===== src/jads_pkg.sv =====
// Constants, types and state codes for the alternate data input selector.
// Assumes one system clock that samples every test-port pin as a plain input.
package jads_pkg;

    localparam int IR_WIDTH = 8;
    localparam logic [IR_WIDTH-1:0] IR_IDCODE = 8'h01;
    localparam logic [IR_WIDTH-1:0] IR_CAPTURE = 8'h01;
    localparam int ID_WIDTH = 32;
    // Arbitrary neutral value, bit 0 set as a test port requires
    localparam logic [ID_WIDTH-1:0] ID_VALUE = 32'h0000_1001;
    localparam int CNT_WIDTH = 3;
    localparam logic [CNT_WIDTH-1:0] IDCODE_RUN = 3'h4;
    localparam logic [CNT_WIDTH-1:0] CNT_ONE = 3'h1;

    typedef struct packed {
        logic tck;
        logic tms;
        logic tdi;
        logic alt;
        logic sel;
    } jads_pins_t;

    // Select pin idles high, matching its pull-up
    localparam jads_pins_t PINS_RESET = '{tck: 1'b0, tms: 1'b1, tdi: 1'b0, alt: 1'b0, sel: 1'b1};

    typedef enum logic [15:0] {
        TLR  = 16'h0001,
        RTI  = 16'h0002,
        SDRS = 16'h0004,
        CDR  = 16'h0008,
        SDR  = 16'h0010,
        E1DR = 16'h0020,
        PDR  = 16'h0040,
        E2DR = 16'h0080,
        UDR  = 16'h0100,
        SIRS = 16'h0200,
        CIR  = 16'h0400,
        SIR  = 16'h0800,
        E1IR = 16'h1000,
        PIR  = 16'h2000,
        E2IR = 16'h4000,
        UIR  = 16'h8000
    } jads_tap_t;

endpackage : jads_pkg


===== src/jads_top.sv =====
// Test port with two serial data inputs and the logic that chooses between them.
// Assumes all pins are asynchronous to SYS_CLK and TCK is far slower than SYS_CLK.
`timescale 1ns/1ps
module jads_top
    import jads_pkg::*;
(
    input wire logic SYS_CLK,
    input wire logic RESET,
    input wire logic TCK,
    input wire logic TMS,
    input wire logic TDI,
    input wire logic ALTERNATE_DATA_INPUT,
    input wire logic DATA_INPUT_SELECT_PIN,
    output logic DATA_INPUT_SELECT_PULLUP,
    output logic TDO,
    output logic TDO_OE,
    output logic ALT_INPUT_ACTIVE
);

    jads_pins_t sync_a;
    jads_pins_t sync_b;
    logic tck_prev;
    logic tck_rise;
    logic tck_fall;
    jads_tap_t state;
    logic [IR_WIDTH-1:0] ir;
    logic [IR_WIDTH-1:0] ir_shift;
    logic ir_shifted;
    logic [ID_WIDTH-1:0] dr_shift;
    logic [CNT_WIDTH-1:0] id_count;
    logic alt_latched;
    logic data_in;
    logic [IR_WIDTH-1:0] latched_ir;

    // One decode shared by the counter, the latch and the data register
    function automatic logic is_idcode(input logic [IR_WIDTH-1:0] op);
        return op == IR_IDCODE;
    endfunction : is_idcode

    // Pull-up is off in reset and on after it; the pad uses it to default the pin high
    always_ff @(posedge SYS_CLK or posedge RESET) begin
        if (RESET) begin
            DATA_INPUT_SELECT_PULLUP <= 1'b0;
        end else begin
            DATA_INPUT_SELECT_PULLUP <= 1'b1;
        end
    end

    always_ff @(posedge SYS_CLK or posedge RESET) begin
        if (RESET) begin
            sync_a <= PINS_RESET;
            sync_b <= PINS_RESET;
        end else begin
            sync_a <= '{tck: TCK, tms: TMS, tdi: TDI, alt: ALTERNATE_DATA_INPUT,
                        sel: DATA_INPUT_SELECT_PIN};
            sync_b <= sync_a;
        end
    end

    always_ff @(posedge SYS_CLK or posedge RESET) begin
        if (RESET) begin
            tck_prev <= 1'b0;
        end else begin
            tck_prev <= sync_b.tck;
        end
    end

    assign tck_rise = sync_b.tck & ~tck_prev;
    assign tck_fall = ~sync_b.tck & tck_prev;

    jads_tap u_tap (
        .clk(SYS_CLK),
        .rst(RESET),
        .step(tck_rise),
        .tms(sync_b.tms),
        .state(state)
    );

    // Pin low wins outright; otherwise the latch decides
    assign data_in = (~sync_b.sel | alt_latched) ? sync_b.alt : sync_b.tdi;

    // Skipped Shift-IR keeps the old instruction
    assign latched_ir = ir_shifted ? ir_shift : ir;

    always_ff @(posedge SYS_CLK or posedge RESET) begin
        if (RESET) begin
            ir_shift <= IR_CAPTURE;
            ir_shifted <= 1'b0;
        end else if (tck_rise) begin
            if (state == CIR) begin
                ir_shift <= IR_CAPTURE;
                ir_shifted <= 1'b0;
            end else if (state == SIR) begin
                ir_shift <= {data_in, ir_shift[IR_WIDTH-1:1]};
                ir_shifted <= 1'b1;
            end
        end
    end

    always_ff @(posedge SYS_CLK or posedge RESET) begin
        if (RESET) begin
            ir <= IR_IDCODE;
        end else if (state == TLR) begin
            ir <= IR_IDCODE;
        end else if (tck_fall && state == UIR) begin
            ir <= latched_ir;
        end
    end

    // Non-IDCODE instructions fall back to a one-bit bypass in bit 0
    always_ff @(posedge SYS_CLK or posedge RESET) begin
        if (RESET) begin
            dr_shift <= '0;
        end else if (tck_rise) begin
            if (state == CDR) begin
                dr_shift <= is_idcode(ir) ? ID_VALUE : '0;
            end else if (state == SDR) begin
                if (is_idcode(ir)) begin
                    dr_shift <= {data_in, dr_shift[ID_WIDTH-1:1]};
                end else begin
                    dr_shift[0] <= data_in;
                end
            end
        end
    end

    // Counting with Shift-IR skipped ignores data pins, so no serial alignment is needed
    always_ff @(posedge SYS_CLK or posedge RESET) begin
        if (RESET) begin
            id_count <= '0;
        end else if (state == TLR) begin
            id_count <= '0;
        end else if (tck_fall && state == UIR) begin
            if (!is_idcode(latched_ir)) begin
                id_count <= '0;
            end else if (id_count != IDCODE_RUN) begin
                id_count <= id_count + CNT_ONE;
            end
        end
    end

    always_ff @(posedge SYS_CLK or posedge RESET) begin
        if (RESET) begin
            alt_latched <= 1'b0;
        end else if (state == TLR) begin
            alt_latched <= 1'b0;
        end else if (tck_fall && state == UIR && is_idcode(latched_ir)
                     && id_count == IDCODE_RUN - CNT_ONE) begin
            alt_latched <= 1'b1;
        end
    end

    always_ff @(posedge SYS_CLK or posedge RESET) begin
        if (RESET) begin
            ALT_INPUT_ACTIVE <= 1'b0;
        end else begin
            ALT_INPUT_ACTIVE <= ~sync_b.sel | alt_latched;
        end
    end

    // Output changes on TCK fall so the far end samples a settled bit
    always_ff @(posedge SYS_CLK or posedge RESET) begin
        if (RESET) begin
            TDO <= 1'b0;
        end else if (tck_fall) begin
            if (state == SIR) begin
                TDO <= ir_shift[0];
            end else if (state == SDR) begin
                TDO <= dr_shift[0];
            end
        end
    end

    // Enable follows the shift states only, so capture and update leave the line idle
    always_ff @(posedge SYS_CLK or posedge RESET) begin
        if (RESET) begin
            TDO_OE <= 1'b0;
        end else if (tck_fall) begin
            TDO_OE <= (state == SIR) || (state == SDR);
        end
    end

endmodule : jads_top


===== src/jads_tap.sv =====
// Test access port state machine, stepped once per sampled TCK rise.
// Assumes step is a one-cycle pulse and tms is already synchronised.
`timescale 1ns/1ps
module jads_tap
    import jads_pkg::*;
(
    input wire logic clk,
    input wire logic rst,
    input wire logic step,
    input wire logic tms,
    output jads_tap_t state
);

    jads_tap_t next_state;

    always_comb begin
        next_state = state;
        unique case (state)
            TLR:  next_state = tms ? TLR : RTI;
            RTI:  next_state = tms ? SDRS : RTI;
            SDRS: next_state = tms ? SIRS : CDR;
            CDR:  next_state = tms ? E1DR : SDR;
            SDR:  next_state = tms ? E1DR : SDR;
            E1DR: next_state = tms ? UDR : PDR;
            PDR:  next_state = tms ? E2DR : PDR;
            E2DR: next_state = tms ? UDR : SDR;
            UDR:  next_state = tms ? SDRS : RTI;
            SIRS: next_state = tms ? TLR : CIR;
            CIR:  next_state = tms ? E1IR : SIR;
            SIR:  next_state = tms ? E1IR : SIR;
            E1IR: next_state = tms ? UIR : PIR;
            PIR:  next_state = tms ? E2IR : PIR;
            E2IR: next_state = tms ? UIR : SIR;
            UIR:  next_state = tms ? SDRS : RTI;
            default: next_state = TLR;
        endcase
    end

    always_ff @(posedge clk or posedge rst) begin
        if (rst) begin
            state <= TLR;
        end else if (step) begin
            state <= next_state;
        end
    end

endmodule : jads_tap


===== config.mk =====
export PLATFORM = sky130hd
export DESIGN_NAME = jads_top
export DESIGN_NICKNAME = d
export VERILOG_FILES = /design/src/jads_pkg.sv /design/src/jads_top.sv /design/src/jads_tap.sv
export SDC_FILE = /design/constraint.sdc
export NUM_CORES = 1
export LEC_CHECK = 0
export ABC_AREA = 1
export BUFFER_PORTS_ARGS = -buffer_cell sky130_fd_sc_hd__buf_2
export CORE_UTILIZATION = 65
export CTS_CLUSTER_SIZE = 24
export DETAILED_ROUTE_END_ITERATION = 10
export PLACE_DENSITY_LB_ADDON = 0.12
export SLEW_MARGIN = 0
export SYNTH_ARGS = -nofsm -noshare
export SYNTH_HDL_FRONTEND = slang
export SYNTH_SLANG_ARGS = --single-unit
export TNS_END_PERCENT = 5

===== constraint.sdc =====
create_clock -name SYS_CLK -period 6.8 [get_ports SYS_CLK]
set_input_delay 0.68 -clock SYS_CLK [delete_from_list [all_inputs] [get_ports SYS_CLK]]
set_output_delay 0.68 -clock SYS_CLK [all_outputs]
set_load 0.01 [all_outputs]

Word-level counts from Yosys, hierarchy flattened:

Index checks and enable logic that the tools add are counted.

* register bits: 84
* output and inout bits: 4
* word-level logic and storage cells: 103

* reductions and logical operators: 18
* equal/unequal tests: 21
* bitwise gates (word level): 6
* multiplexer cells: 34
* add/subtract/negate cells: 1

Operators with widths (number)
* 16-bit case mux with 12 select lines: 1
* 32-bit 2-to-1 mux: 2
* 8-bit 2-to-1 mux: 6
* 16-bit 2-to-1 mux: 2
* 31-bit 2-to-1 mux: 1
* 13-bit 2-to-1 mux: 2
* 9-bit 2-to-1 mux: 2
* 16-bit by 1-bit equality test with 1-bit output (second input constant): 1
* 16-bit by 10-bit equality test with 1-bit output (second input constant): 1
* 16-bit by 11-bit equality test with 1-bit output (second input constant): 1
* 16-bit by 12-bit equality test with 1-bit output (second input constant): 1
* 16-bit by 13-bit equality test with 1-bit output (second input constant): 1
* 16-bit by 14-bit equality test with 1-bit output (second input constant): 1
* 16-bit by 15-bit equality test with 1-bit output (second input constant): 1
* 16-bit equality test (second input constant): 1
* 16-bit by 2-bit equality test with 1-bit output (second input constant): 1
* 16-bit by 3-bit equality test with 1-bit output (second input constant): 1
* 16-bit by 4-bit equality test with 1-bit output (second input constant): 1
* 16-bit by 5-bit equality test with 1-bit output (second input constant): 1
* 16-bit by 6-bit equality test with 1-bit output (second input constant): 1
* 16-bit by 7-bit equality test with 1-bit output (second input constant): 1
* 16-bit by 8-bit equality test with 1-bit output (second input constant): 1
* 16-bit by 9-bit equality test with 1-bit output (second input constant): 1
* 8-bit by 1-bit equality test with 1-bit output (second input constant): 2
* other kinds (21): 46

Longest topological paths before layout:

* depth after elaboration: 7
* gate-level depth with buffers: 12

Hierarchy:

A second synthesis with hierarchy kept.

* cell total of the unflattened synthesis: 562
* area, all modules: 4332.9 µm²

Modules (own cells, without submodules)
* jads_top: sequential area each 1709.1 µm², cells an instance 424, area an instance 3264.4 µm², times used 1
* jads_tap: sequential area each 401.6 µm², cells an instance 138, area an instance 1068.5 µm², times used 1

Worst setup path after synthesis:

OpenSTA, ideal clock, no wires.

* kind: register to register
* from: register u_tap.state[12]
* to: register dr_shift[14]
* slack: 5.159 ns
* period minus slack after synthesis: 1.641 ns
* data required time: 6.682 ns
* cell stages (with the launch flop): 12
* data arrival time: 1.523 ns
* library setup time: 0.118 ns
* cell sequence: dfrtp_1 > nor2_2 > nand2_2 > nor2_8 > nand2_4 > nand2_2 > nand2_2 > a21oi_4 > inv_2 > buf_6 > nand2_1 > nand2_1

* word-level cells in the longest chain between the ends: 3

RTL lines
* start: declaration: line jads_tap.sv:11 `output jads_tap_t state`
* start signal: assignment: line jads_tap.sv:43 `state <= next_state;`
* 16-bit by 4-bit equality test with 1-bit output / 16-bit by 5-bit equality test with 1-bit output (equally long branches): line jads_top.sv:115, jads_top.sv:117
* 2-bit nonzero test (no source line)
* 3-bit AND reduction (no source line)
* end signal: assignment: line jads_top.sv:116 `dr_shift <= is_idcode(ir) ? ID_VALUE : '0;`
* end signal: assignment: line jads_top.sv:119 `dr_shift <= {data_in, dr_shift[ID_WIDTH-1:1]};`
* end: declaration: line jads_top.sv:29 `logic [ID_WIDTH-1:0] dr_shift;`

Several ways; a longest one is shown, not always the timed one.
A chain may end at the register's enable or synchronous reset.

Final worst setup path:

* from: register u_tap.state[12]
* to: register dr_shift[29]

Same word-level chain as after synthesis.

==> flow_summary.yaml <==
cells_and_area:
  regArea_mm2: 0.00211
  fin_nets: 467
  layout-drive-gt1-share_pct: 11.9
  finish.instance_area_mm2: 0.00409
  synthToLayoutAreaGrowth_pct: 7.47
  multiInputGateArea_mm2: 0.00141
  nFillCells: 428
  antennaDiodeCount: 0
floorplan:
  die_h_um: 78.5
  initial_utilization_pct: 68.2
  coreArea_mm2: 0.00557
  io_pins: 11
  std_cell_rows: 27
  die_area_mm2: 0.00616
  die_w_um: 78.5
power_and_ir_drop:
  power.density_mw_per_mm2: 274
  leakagePower_nw: 2.11
  ir_drop_mv: 0.162
logic_synthesis:
  yosysWarnings: 0
  synth_edf_count: 0
  syn_area_mm2: 0.00380
  synth_top_area_cell: "dfrtp_1"
  ys_seq_area_share_pct: 55.5
  netlist_instances: 447
  syn_area_per_cell_um2: 8.51
  syn-num-nets: 457
  synth.area.top_cells: "dfrtp_1 (51%), nand2_1 (13%), nand3_1 (5.8%)"
  yosysUniqueCellTypes: 30
  synth_top_area_share_pct: 50.7
  async_flop_share_pct: 100
  ys_ff_latch: 84
  synth-main-ff-cell: "dfrtp_1"
worst_setup_path:
  rr_worst_depth: 10
  end_kind: "register"
  slowest_delay_ns: 0.62
  crit_chain: "nor2_2 -> nand2_2 -> nor2_8 -> nand2_4 -> nand2_2 -> nand2_2 -> a21oi_4 -> inv_2 -> nand2_1 -> nand2_1"
  cp_common_cell: "nand2_2"
  path_class: "reg2reg"
  r2r-start: "u_tap.state[12]"
  crit_slowest_cell: "a21oi_4"
  reg2reg_to: "dr_shift[29]"
  worstPathMaxFanout: 35
  r2r_slack_ns: 3.94
  critPathLaunchType: "register"
  crit_arrival_ns: 3.10
  required_ns: 7.04
place:
  gp_congestion: 0.883
  hpwl_um: 4800
  port_buffers: 10
  dpl_cell_area_mm2: 0.00387
  dp_slack_ns: 4.03
global_route:
  grt_start_max_net_pins: 85
  grt_pass1_vias: 2748
  track_usage_pct: 26.5
  antenna_found_initial: 0
  grt_pass1_wl_um: 12500
  overflow: 0
sta:
  finalHoldViolCount: 0
  tns_ns: 0
  setup_violations: 0
  relSlewSlack_pct: 32.8
  fmax_ghz: 0.350
  min_period_ns: 2.86
  worstMarginPinSlew_ns: 1.01
  fin_crit_sh_pct: 42.1
  finClkSkew_ns: 0.0107
  final_max_slew_viol_count: 0
  rsz0062_at_grt: "false"
  setup_slack_ns: 3.94
detailed_routing:
  vias: 2909
  drt.antenna.violating_nets: 0
  first_pass_iters: 5
  post_drt_wl_per_cell_um: 13.8
  first_iter_violations: 179
  drc: 0
  drt_wl_total_um: 7360
  via_per_inst: 5.45
cts:
  cts_setup_buffers: 0
  cts_root_buf: "clkbuf_8"
  h-tree-depth: 3
  cts_hold_buf: 0
  ctsResizeCount: 0
  clkLatencyLatePin_ns: 0.35
  clock_sinks: 84
  cts_made_buffers: 9
  cts_max_path_buffers: 2
  clk_pin_slew_ns: 0.09
  cts_tree: "done"
outcome:
  status: "complete, no violations"
run:
  cap_violations: 0
hold_path:
  hold_path_startpoint: "sync_a[2]"
  min-delay-path-class: "reg2reg"
  hold_end: "sync_b[2]"
  min_path_cells: 0
[stage by stage]
stage | power [mW] | hold slack (ns) | instances | util (%)
floorplan | 0.692 | 0.331 | 447 | -
global placement | 0.732 | 0.332 | 518 | 69.5
detailed placement | 0.737 | 0.339 | 518 | 69.5
CTS | 1.13 | 0.359 | 534 | 73.3
global route | 1.17 | 0.365 | 534 | 73.3
finish | 1.12 | 0.356 | 534 | 73.3
[cells by family (layout without fill, tap and decap cells)]
group	Yosys count	in the layout	share of synthesized area, %
fa+ha+maj	3	3	0.987
other cells	1	1	0.0986
simple gates	235	235	27.0
flops	84	84	55.5
compound gates	58	58	8.98
buf+inv	66	81	7.47
[flip-flops by register name, summed over array words and instances, names as in the netlist, 3 cells and up]
signal and flops:
u_tap.state 16, sync_b 5, ir 8, id_count 3
sync_a 5, dr_shift 32, ir_shift 8
[critical path: cells and delay by family, from the launching register on]
kind	cells	cell delay [ns]
AO/OA/AOI/OAI	1	0.62
flip-flops	1	0.41
buffers and inverters	1	0.42
AND/OR/NAND/NOR	8	1.29
[final cells by class]
class / instances / area share (%)
clock buffer: 11 / 3.21
clock inverter: 5 / 2.08
inverter: 54 / 4.99
multi-input combinational: 297 / 34.5
sequential: 84 / 51.6
tap: 72 / 2.20
timing repair buffer: 11 / 1.41
[power breakdown]
part | total [mW] | leakage [nW] | switching (mW) | internal, mW
Combinational | 0.187 | 0.882 | 0.134 | 0.0527
Sequential | 0.543 | 1.13 | 0.0157 | 0.527
Clock | 0.392 | 0.104 | 0.182 | 0.209
Total | 1.12 | 2.11 | 0.332 | 0.789
[cells in the mapped netlist (2+ instances only)]
cell type	n
nand2_1	127
dfrtp_1	77
inv_1	51
nand3_1	44
nor2_1	34
o21ai_0	20
o22ai_1	19
o21ai_1	10
nor3_1	8
dfstp_2	7
nand2_2	7
nand4_1	6
nor2_2	6
clkbuf_1	4
buf_4	3
buf_6	3
ha_1	3
inv_2	3
a21oi_1	2
buf_2	2
o21ai_2	2
[worst max-delay path by stage]
stage,startpoint,to,cells past startpoint
6_report,u_tap.state[12],dr_shift[29],10
5_1_grt,u_tap.state[11],dr_shift[27],10
4_1_cts,u_tap.state[12],dr_shift[29],10
3_5_place_dp,u_tap.state[12],dr_shift[2],10
3_3_place_gp,u_tap.state[9],dr_shift[12],10
2_1_floorplan,RESET,ALT_INPUT_ACTIVE,1
[layer usage]
metal / vias up / wire length, um / track usage [%]
li1: 1453 / - / -
met1: 1372 / 3460 / 35.0
met2: 72 / 3510 / 42.5
met3: 12 / 274 / 6.40
met4: 0 / 116 / 9.81
met5: - / 0 / 0
[cell usage in the layout, fill, tap and decap left out, types with 3 or more instances in the layout]
master	count
nand4_1	6
ha_1	3
o21ai_0	20
inv_2	3
clkbuf_8	9
buf_2	10
o21ai_1	10
dfrtp_1	77
nor3_1	8
nor2_1	34
inv_1	50
nor2_2	6
o22ai_1	19
nand2_1	127
nand3_1	44
nand2_2	7
dfstp_2	7
Power figures use the tool's default switching activity.
